File: src/rtl/capture_timer_regs.vh
// Register offsets, field positions, reset values and timing counts of the capture timer
`ifndef CAPTURE_TIMER_REGS_VH
`define CAPTURE_TIMER_REGS_VH
`define ADDR_TIMER_CONTROL      4'h0
`define ADDR_CAPTURE_IO_CONTROL 4'h1
`define ADDR_COUNT_VALUE        4'h2
`define ADDR_GENERAL_A          4'h3
`define ADDR_GENERAL_C_BUFFER   4'h4
`define ADDR_TIMER_FLAGS        4'h5
`define ADDR_SOURCE_ENABLES     4'h6
`define ADDR_TIMER_MODE         4'h7
`define ADDR_INT_LEVEL_CONTROL  4'h8
`define ADDR_COUNT_HIGH         4'h9
`define ADDR_GENERAL_A_HIGH     4'ha
`define ADDR_GENERAL_C_HIGH     4'hb
`define CTL_SRC_LSB             0
`define CTL_EDGE_LSB            3
`define CTL_CLR_LSB             5
`define SRC_OSC_40MHZ           3'h6
`define EXT_EDGE_BOTH           2'h2
`define CLR_DISABLED            2'h0
`define IO_EDGE_LSB             0
`define IO_MODE_BIT             2
`define IO_BUF_BIT              3
`define EDGE_RISING             2'h0
`define EDGE_FALLING            2'h1
`define EDGE_BOTH               2'h2
`define FLAG_CAPT_BIT           0
`define FLAG_OVF_BIT            3
`define IEN_CAPT_BIT            0
`define IEN_OVF_BIT             3
`define MODE_FILTER_BIT         2
`define MODE_FCLK_LSB           4
`define MODE_START_BIT          7
`define FCLK_COUNT_SRC          2'h3
`define IC_REQ_BIT              3
`define RST_CTRL8               8'h00
`define RST_DATA16              16'h0000
`define OSC_PERIOD_NS           25
`define CORE_PERIOD_NS          8
`define OSC_NUM                 (`CORE_PERIOD_NS)
`define FILTER_SAMPLES          3
`define CNT_MAX                 16'hffff
`endif

File: src/rtl/capture_timer.v
// Sixteen-bit capture timer with channel A input capture and buffered previous value
//
// What this block does
// - Source 110 counts from 40 MHz oscillator
// - External edge 10 counts both edges
// - Clear source 00 never clears counter
// - Edge field 10 captures both edges
// - Mode bit b2 selects input capture
// - Bit b3 makes C buffer A
// - Counter 16 bits, increments, read/write
// - Capture edge loads counter into A
// - Buffer mode moves old A to C
// - Flags clear by zero write after read
// - Capture enable b0 raises request
// - Overflow enable b3 raises request
// - Start bit b7 runs or holds count
// - Level field sets priority, 0 disables
// - Read-only b3 shows pending request
// - Filter bit b2 filters capture pin
// - Filter clock 11 uses count clock
//
// The implementer's own choices: the register offsets and the plain strobed port.
`timescale 1ns/10ps
`include "capture_timer_regs.vh"
module capture_timer (
   input  wire        core_clk,
   input  wire        srst,
   input  wire [3:0]  addr,
   input  wire [7:0]  wdata,
   input  wire        wr_en,
   input  wire        rd_en,
   output reg  [7:0]  rdata,
   input  wire        capture_input_pin_a,
   input  wire        ext_clk,
   output reg         irq_req,
   output reg  [2:0]  irq_level
);

////////////////////////////////////////////////////////////////////////////////
// Registers
reg  [7:0]  timer_control;
reg  [3:0]  capture_io_control;
reg  [15:0] capture_timer_counter;
reg  [15:0] general_a;
reg  [15:0] general_c_buffer;
reg         capture_flag_a;
reg         overflow_flag;
reg         capt_seen_set;
reg         ovf_seen_set;
reg  [7:0]  source_enables;
reg  [7:0]  timer_mode;
reg  [2:0]  int_level;
reg  [7:0]  cnt_hi_latch;
reg  [7:0]  a_hi_latch;
reg  [7:0]  c_hi_latch;
reg  [5:0]  osc_acc;
reg         osc_tick;
reg         ext_d;
reg  [2:0]  filt_sh;
reg         filt_out;
reg         pin_d;
wire        irq_pend;

wire [2:0] count_source_sel  = timer_control[`CTL_SRC_LSB +: 3];
wire [1:0] ext_edge_sel      = timer_control[`CTL_EDGE_LSB +: 2];
wire [1:0] clear_source_sel  = timer_control[`CTL_CLR_LSB +: 2];
wire [1:0] chan_a_edge_ctl   = capture_io_control[`IO_EDGE_LSB +: 2];
wire       chan_a_mode_sel   = capture_io_control[`IO_MODE_BIT];
wire       buffer_enable_a   = capture_io_control[`IO_BUF_BIT];
wire       input_filter_enable_a = timer_mode[`MODE_FILTER_BIT];
wire [1:0] filter_clock_sel  = timer_mode[`MODE_FCLK_LSB +: 2];
wire       count_start_bit   = timer_mode[`MODE_START_BIT];

////////////////////////////////////////////////////////////////////////////////
// Count clock enables
// 40 MHz from 125 MHz by phase accumulation: one tick per 25 ns on average
wire [5:0] osc_sum = osc_acc + 6'd`CORE_PERIOD_NS;
always @(posedge core_clk) begin
   if (srst) begin
      osc_acc  <= 6'h00;
      osc_tick <= 1'b0;
   end else if (osc_sum >= 6'd`OSC_PERIOD_NS) begin
      osc_acc  <= osc_sum - 6'd`OSC_PERIOD_NS;
      osc_tick <= 1'b1;
   end else begin
      osc_acc  <= osc_sum;
      osc_tick <= 1'b0;
   end
end

// Previous level of the external clock, for its edge detector
always @(posedge core_clk) begin
   if (srst)
      ext_d <= 1'b0;
   else
      ext_d <= ext_clk;
end

reg ext_tick;
always @* begin
   case (ext_edge_sel)
      2'h0:           ext_tick = ext_clk & ~ext_d;
      2'h1:           ext_tick = ~ext_clk & ext_d;
      `EXT_EDGE_BOTH: ext_tick = ext_clk ^ ext_d;
      default:        ext_tick = 1'b0;
   endcase
end

// Other source codes fall back to the external clock input
wire count_tick = (count_source_sel == `SRC_OSC_40MHZ) ? osc_tick : ext_tick;

////////////////////////////////////////////////////////////////////////////////
// Input filter and edge detection
// Filter takes the count clock when selected, otherwise the core clock
wire filt_en = (filter_clock_sel == `FCLK_COUNT_SRC) ? count_tick : 1'b1;
wire [2:0] filt_in = {filt_sh[1:0], capture_input_pin_a};

// Sample chain of the filter, one stage per bit
genvar gi;
generate
   for (gi = 0; gi < `FILTER_SAMPLES; gi = gi + 1) begin : g_filt
      always @(posedge core_clk) begin
         if (srst)
            filt_sh[gi] <= 1'b0;
         else if (filt_en)
            filt_sh[gi] <= filt_in[gi];
      end
   end
endgenerate

// Output changes only when all samples agree, so short glitches are dropped
always @(posedge core_clk) begin
   if (srst)
      filt_out <= 1'b0;
   else if (filt_en) begin
      if (filt_sh == 3'h7)
         filt_out <= 1'b1;
      else if (filt_sh == 3'h0)
         filt_out <= 1'b0;
   end
end

wire pin_val = input_filter_enable_a ? filt_out : capture_input_pin_a;
// Starts at the idle low level so reset gives no false edge
always @(posedge core_clk) begin
   if (srst)
      pin_d <= 1'b0;
   else
      pin_d <= pin_val;
end

reg cap_edge;
always @* begin
   case (chan_a_edge_ctl)
      `EDGE_RISING:  cap_edge = pin_val & ~pin_d;
      `EDGE_FALLING: cap_edge = ~pin_val & pin_d;
      `EDGE_BOTH:    cap_edge = pin_val ^ pin_d;
      default:       cap_edge = 1'b0;
   endcase
end
wire capture = cap_edge & chan_a_mode_sel;

////////////////////////////////////////////////////////////////////////////////
// Register access decode
wire wr_ctl  = wr_en && addr == `ADDR_TIMER_CONTROL;
wire wr_io   = wr_en && addr == `ADDR_CAPTURE_IO_CONTROL;
wire wr_cnt  = wr_en && addr == `ADDR_COUNT_VALUE;
wire wr_cnth = wr_en && addr == `ADDR_COUNT_HIGH;
wire wr_a    = wr_en && addr == `ADDR_GENERAL_A;
wire wr_c    = wr_en && addr == `ADDR_GENERAL_C_BUFFER;
wire wr_flg  = wr_en && addr == `ADDR_TIMER_FLAGS;
wire wr_ien  = wr_en && addr == `ADDR_SOURCE_ENABLES;
wire wr_mode = wr_en && addr == `ADDR_TIMER_MODE;
wire wr_ic   = wr_en && addr == `ADDR_INT_LEVEL_CONTROL;
wire rd_flg  = rd_en && addr == `ADDR_TIMER_FLAGS;

wire count_step = count_start_bit & count_tick;
wire wrap       = count_step && capture_timer_counter == `CNT_MAX;
// No automatic clear source is built: codes other than 00 behave as disabled
wire auto_clear = 1'b0 & (clear_source_sel != `CLR_DISABLED);

////////////////////////////////////////////////////////////////////////////////
// Configuration registers
// Each register has its own process so that one write decode drives one target
always @(posedge core_clk) begin
   if (srst)
      timer_control <= `RST_CTRL8;
   else if (wr_ctl)
      timer_control <= wdata;
end

// Only the edge, mode and buffer bits are kept; the upper nibble reads as zero
always @(posedge core_clk) begin
   if (srst)
      capture_io_control <= 4'h0;
   else if (wr_io)
      capture_io_control <= wdata[3:0];
end

always @(posedge core_clk) begin
   if (srst)
      source_enables <= `RST_CTRL8;
   else if (wr_ien)
      source_enables <= wdata;
end

always @(posedge core_clk) begin
   if (srst)
      timer_mode <= `RST_CTRL8;
   else if (wr_mode)
      timer_mode <= wdata;
end

// Priority level; the pending bit beside it is read-only
always @(posedge core_clk) begin
   if (srst)
      int_level <= 3'h0;
   else if (wr_ic)
      int_level <= wdata[2:0];
end

////////////////////////////////////////////////////////////////////////////////
// Counter
// The high byte is staged first; the low-byte write commits both at once,
// so the counter never holds a half-written value
always @(posedge core_clk) begin
   if (srst)
      cnt_hi_latch <= 8'h00;
   else if (wr_cnth)
      cnt_hi_latch <= wdata;
end

// A software write beats counting in the same cycle
always @(posedge core_clk) begin
   if (srst)
      capture_timer_counter <= `RST_DATA16;
   else if (wr_cnt)
      capture_timer_counter <= {cnt_hi_latch, wdata};
   else if (auto_clear)
      capture_timer_counter <= `RST_DATA16;
   else if (count_step)
      capture_timer_counter <= capture_timer_counter + 16'h0001;
end

////////////////////////////////////////////////////////////////////////////////
// Capture registers
// A capture beats a software write in the same cycle
always @(posedge core_clk) begin
   if (srst)
      general_a <= `RST_DATA16;
   else if (capture)
      general_a <= capture_timer_counter;
   else if (wr_a)
      general_a <= {a_hi_latch, wdata};
end

// In buffer mode the old value of A moves here on the capture edge that loads A
always @(posedge core_clk) begin
   if (srst)
      general_c_buffer <= `RST_DATA16;
   else if (capture && buffer_enable_a)
      general_c_buffer <= general_a;
   else if (wr_c && !capture)
      general_c_buffer <= {c_hi_latch, wdata};
end

// A and C have no high-byte staging: their upper bytes load as zero
always @(posedge core_clk) begin
   if (srst) begin
      a_hi_latch <= 8'h00;
      c_hi_latch <= 8'h00;
   end else begin
      a_hi_latch <= 8'h00;
      c_hi_latch <= 8'h00;
   end
end

////////////////////////////////////////////////////////////////////////////////
// Read data
// Stands for one cycle after the read strobe and is zero at every other time
reg [7:0] next_rdata;
always @* begin
   next_rdata = 8'h00;
   if (rd_en) begin
      case (addr)
         `ADDR_TIMER_CONTROL:      next_rdata = timer_control;
         `ADDR_CAPTURE_IO_CONTROL: next_rdata = {4'h0, capture_io_control};
         `ADDR_COUNT_VALUE:        next_rdata = capture_timer_counter[7:0];
         `ADDR_GENERAL_A:          next_rdata = general_a[7:0];
         `ADDR_GENERAL_C_BUFFER:   next_rdata = general_c_buffer[7:0];
         `ADDR_TIMER_FLAGS:        next_rdata = {4'h0, overflow_flag, 2'h0, capture_flag_a};
         `ADDR_SOURCE_ENABLES:     next_rdata = source_enables;
         `ADDR_TIMER_MODE:         next_rdata = timer_mode;
         `ADDR_INT_LEVEL_CONTROL:  next_rdata = {4'h0, irq_pend, int_level};
         `ADDR_COUNT_HIGH:         next_rdata = capture_timer_counter[15:8];
         `ADDR_GENERAL_A_HIGH:     next_rdata = general_a[15:8];
         `ADDR_GENERAL_C_HIGH:     next_rdata = general_c_buffer[15:8];
         default:                  next_rdata = 8'h00;
      endcase
   end
end

always @(posedge core_clk) begin
   if (srst)
      rdata <= 8'h00;
   else
      rdata <= next_rdata;
end

////////////////////////////////////////////////////////////////////////////////
// Status flags and interrupt request
// A zero write clears a flag only if it was read as set; a new event wins over it
wire capt_clr = wr_flg && !wdata[`FLAG_CAPT_BIT] && capt_seen_set;
wire ovf_clr  = wr_flg && !wdata[`FLAG_OVF_BIT] && ovf_seen_set;

always @(posedge core_clk) begin
   if (srst)
      capture_flag_a <= 1'b0;
   else if (capture)
      capture_flag_a <= 1'b1;
   else if (capt_clr)
      capture_flag_a <= 1'b0;
end

always @(posedge core_clk) begin
   if (srst)
      overflow_flag <= 1'b0;
   else if (wrap)
      overflow_flag <= 1'b1;
   else if (ovf_clr)
      overflow_flag <= 1'b0;
end

// A clear is armed only by a read that saw the flag set
always @(posedge core_clk) begin
   if (srst)
      capt_seen_set <= 1'b0;
   else if (capt_clr)
      capt_seen_set <= 1'b0;
   else if (rd_flg && capture_flag_a)
      capt_seen_set <= 1'b1;
end

always @(posedge core_clk) begin
   if (srst)
      ovf_seen_set <= 1'b0;
   else if (ovf_clr)
      ovf_seen_set <= 1'b0;
   else if (rd_flg && overflow_flag)
      ovf_seen_set <= 1'b1;
end

assign irq_pend = (capture_flag_a & source_enables[`IEN_CAPT_BIT])
                | (overflow_flag & source_enables[`IEN_OVF_BIT]);

// Level 0 masks the request
always @(posedge core_clk) begin
   if (srst)
      irq_req <= 1'b0;
   else
      irq_req <= irq_pend && int_level != 3'h0;
end

always @(posedge core_clk) begin
   if (srst)
      irq_level <= 3'h0;
   else
      irq_level <= int_level;
end

endmodule

File: config.mk
export PLATFORM = sky130hd
export DESIGN_NAME = capture_timer
export DESIGN_NICKNAME = d
export VERILOG_FILES = /design/src/rtl/capture_timer.v
export VERILOG_INCLUDE_DIRS = /design/src /design/src/rtl
export SDC_FILE = /design/constraint.sdc
export NUM_CORES = 1
export LEC_CHECK = 0
export BUFFER_PORTS_ARGS = -buffer_cell sky130_fd_sc_hd__clkbuf_2
export CORE_ASPECT_RATIO = 0.6
export CORE_MARGIN = 2
export CORE_UTILIZATION = 49
export CTS_BUF_LIST = sky130_fd_sc_hd__clkbuf_4 sky130_fd_sc_hd__clkbuf_8
export CTS_CLUSTER_SIZE = 16
export DETAILED_ROUTE_END_ITERATION = 12
export GPL_TIMING_DRIVEN = 1
export PLACE_DENSITY_LB_ADDON = 0.25
export REMOVE_ABC_BUFFERS = 1
export SLEW_MARGIN = 20
export SYNTH_ARGS = -nofsm -noshare
export SYNTH_HDL_FRONTEND = slang
export SYNTH_SLANG_ARGS = --single-unit
File: constraint.sdc
create_clock -name core_clk -period 2.5 [get_ports core_clk]
set_input_delay 0.125 -clock core_clk [delete_from_list [all_inputs] [get_ports core_clk]]
set_output_delay 0.125 -clock core_clk [all_outputs]
set_load 0.05 [all_outputs]
==> impl_metrics.env <==
export IMPL_status="finished clean"
export IMPL_clk_latency_ns=0.44
export IMPL_cellLeakagePower_nw=2.336
export IMPL_cts_htree_levels=4
export IMPL_grt_pass1_wl_um=28300
export IMPL_start_util_pct=50.62
export IMPL_async_flop_share_pct=0
export IMPL_synthMuxAreaShare_pct=10.11
export IMPL_fp_dieH_um=88.11
export IMPL_grt_max_degree=41
export IMPL_worst_slew_pin_slew_ns=0.7185
export IMPL_cp_arrival_ns=2.63
export IMPL_core_area_sq_um=11410
export IMPL_grt_pass1_vias=5119
export IMPL_relSlewSlack_pct=51.98
export IMPL_critPathRequiredTime_ns=2.85
export IMPL_rsz0062_at_grt="no"
export IMPL_report_final_slew_viol_count=0
export IMPL_place_congestion=0.9272
export IMPL_p_sw_w=0.001139
export IMPL_cts_root_buf="clkbuf_8"
export IMPL_finalHoldViolations=0
export IMPL_fmax_ghz=0.4392
export IMPL_wl_um=17740
export IMPL_fin_crit_ns=2.277
export IMPL_yosys_warnings=0
export IMPL_crit_cells=9
export IMPL_antenna_found_initial=0
export IMPL_synthAdderAreaFrac_pct=1.949
export IMPL_cpPeakStageDelay_ns=0.39
export IMPL_nets=725
export IMPL_synth_top_family_by_area="simple AND/OR/NAND/NOR gates"
export IMPL_drt_pass1_iter_count=5
export IMPL_cts_tree="done"
export IMPL_track_usage_pct=29.62
export IMPL_postLayoutCellArea_sq_um=6574
export IMPL_finalPower_w=0.004449
export IMPL_syn_cell_area_sq_um=5777
export IMPL_swShare_pct=25.61
export IMPL_drv_cap=0
export IMPL_cp_end_kind="flip-flop"
export IMPL_postLayoutSetupSlackWorst_ns=0.2232
export IMPL_avgSynthCellArea_sq_um=8.546
export IMPL_synth_compound_area_share_pct=20.49
export IMPL_cpLargestDelayFamily="compound AO/OA/AOI/OAI gates"
export IMPL_critPathMaxFanout=24
export IMPL_ir_drop_mv=0.3836
export IMPL_cts_buffers=17
export IMPL_drive_gt1_share_pct=15.19
export IMPL_ant_nets=0
export IMPL_cp_slowest_cell="dfxtp_1"
export IMPL_vias=5452
export IMPL_path_class="reg -> reg"
export IMPL_synthSimpleGateAreaFrac_pct=20.88
export IMPL_clkPwrFrac_pct=44.3
export IMPL_area_delta_synth_final_pct=13.80
export IMPL_syn_inst=676
export IMPL_final_cells=872
export IMPL_setup_violations=0
export IMPL_ys_ff_latch=116
export IMPL_synth_edf_count=0
export IMPL_period_share_pct=91.07
export IMPL_p_comb_share_pct=11.6
export IMPL_die_w_um=144.2
export IMPL_regArea_sq_um=2322
export IMPL_dp_cells=837
export IMPL_grt_ovfl_total=0
export IMPL_whs_path_depth=3
export IMPL_synth_seq_area_share_pct=40.20
export IMPL_synth_cell_types=66
export IMPL_power_density_nw_per_um2=676.8
export IMPL_design_die_area_sq_um=12700
export IMPL_dp_worst_setup_slack_ns=0.09339
export IMPL_holdCritPathClass="in -> reg"
export IMPL_path_buf_inv=2
export IMPL_num_rows=30
export IMPL_synth_xor_area_share_pct=1.668
export IMPL_synth_ff_type="dfxtp_1"
export IMPL_clockBufferDepth=2
export IMPL_postCtsSetupRepairBufs=0
export IMPL_cts_sinks=116
export IMPL_seq_power_share_pct=44.1
export IMPL_finClkSkew_ns=0.01057
export IMPL_avgRoutedWirePerCell_um=20.34
export IMPL_crit_chain="mux2i_2 > inv_1 > ha_1 > nand2b_1 > a21oi_2 > o21a_1 > buf_6 > o21ai_0 > a311oi_1"
export IMPL_port_buffers=29
export IMPL_clkTransAtPathRegs_ns=0.07
export IMPL_rr_worst_depth=9
export IMPL_drt_drc_violations_left=0
export IMPL_start_kind="flip-flop"
export IMPL_multiInputGateArea_sq_um=3194
export IMPL_vias_per_cell=6.252
export IMPL_drtIter0Drc=669
export IMPL_n_fill_cell=1060
export IMPL_placed_cell_area_sq_um=6087
export IMPL_dp_hpwl_um=11980
export IMPL_internal_power_w=0.003310
export IMPL_pin_count=30
-- repair_timing --
action                                 4_1_cts  5_1_grt
resized for setup                            0        3
setup endpoints to repair                    0        9
hold buffers                                 2        0
endpoints found under the hold margin        2        0
-- per-layer routing --
layer | track usage (%) | vias to the layer above | wire length [um]
li1 | - | 2509 | -
met1 | 42.79 | 2571 | 7912
met2 | 42.60 | 332 | 7376
met3 | 8.529 | 40 | 2053
met4 | 9.532 | 0 | 392
met5 | 0 | - | 0
-- layout make-up --
cell class | count | area share [%]
clock inverters | 9 | 2.265
diodes | 1 | 0.03807
repair buffers | 52 | 5.196
clock buffers | 23 | 4.625
multi-input cells | 495 | 48.59
well taps | 160 | 3.045
inverters | 16 | 0.9136
flip-flops and latches | 116 | 35.33
-- placed cells by master, fill, tap and decap left out, drive strengths merged, types with 10 or more instances in the layout --
cell,netlist,routed
mux2i,46,46
a211oi,22,22
a22oi,12,12
nand2,56,56
clkbuf,31,51
buf,18,22
a311oi,14,14
o211ai,13,13
nor3,10,10
a21oi,53,53
dfxtp,116,116
nor2,74,74
nand3,41,41
nor2b,13,13
o21ai,25,25
inv,14,14
o31ai,10,10
-- worst paths after layout --
kind / slack [ns] / from / endpoint
setup / recovery: 0.22 / timer_mode[2] / general_c_buffer[0]
hold / removal: 0.04 / wdata[7] / timer_control[7]
setup reg to reg: 0.22 / timer_mode[2] / general_c_buffer[0]
hold reg to reg: 0.46 / ovf_seen_set / ovf_seen_set
-- synth_stat cells (9+ instances only) --
| library cell | instances | area (sq um) |
|---|---|---|
| dfxtp_1 | 116 | 2322 |
| nor2_1 | 73 | 274.0 |
| nand2_1 | 55 | 206.5 |
| a21oi_1 | 52 | 260.3 |
| mux2i_1 | 46 | 460.4 |
| nand3_1 | 41 | 205.2 |
| clkbuf_1 | 30 | 112.6 |
| a211oi_1 | 22 | 165.2 |
| o21ai_0 | 22 | 110.1 |
| a311oi_1 | 14 | 122.6 |
| inv_1 | 14 | 52.55 |
| nor2b_1 | 13 | 81.33 |
| o211ai_1 | 13 | 97.59 |
| a22oi_1 | 12 | 90.09 |
| buf_2 | 12 | 60.06 |
| o31ai_1 | 10 | 75.07 |
| ha_1 | 9 | 112.6 |
| mux2_2 | 9 | 101.4 |
| nand2b_1 | 9 | 56.30 |
| xnor2_1 | 9 | 78.83 |
-- stage by stage --
stage | hold slack [ns] | TNS [ns] | utilization (%)
after CTS | 0.03998 | 0 | 57.49
after detailed placement | 0.3978 | 0 | 53.34
final | 0.03543 | 0 | 57.61
after floorplan | 0.1917 | -4.285 | -
after global placement | 0.3869 | 0 | 53.34
after global routing | 0.05469 | 0 | 57.59
-- power groups by stage --
stage          combinational (W)  sequential, W  clock, W
2_1_floorplan           0.000303        0.00199         0
3_3_place_gp            0.000483        0.00200         0
3_5_place_dp            0.000503        0.00200         0
4_1_cts                 0.000508        0.00196   0.00198
5_1_grt                 0.000571        0.00197   0.00208
6_report                0.000517        0.00196   0.00197
-- registers in the layout, summed over array words and instances, names as in the netlist, 2 cells and up --
name and count:
osc_acc 6, general_c_buffer 16, general_a 16, timer_control 8, source_enables 8, timer_mode 8
cnt_hi_latch 8, capture_io_control 4, irq_level 3, rdata 8, int_level 3, capture_timer_counter 16
filt_in 2
-- worst register-to-register path: stages, from the launching register on --
cell	delay, ns
dfxtp_1	0.39
mux2i_2	0.29
inv_1	0.08
ha_1	0.26
nand2b_1	0.15
a21oi_2	0.22
o21a_1	0.18
buf_6	0.22
o21ai_0	0.14
a311oi_1	0.27
-- cell families after synthesis --
group                      Yosys count
AOI/OAI and AO/OA                  177
xor gates and xnor gates            11
adders and majority gates            9
buffers and inverters               65
DFF                                116
muxes                               56
and+or+nand+nor                    242
Power figures use the tool's default switching activity.
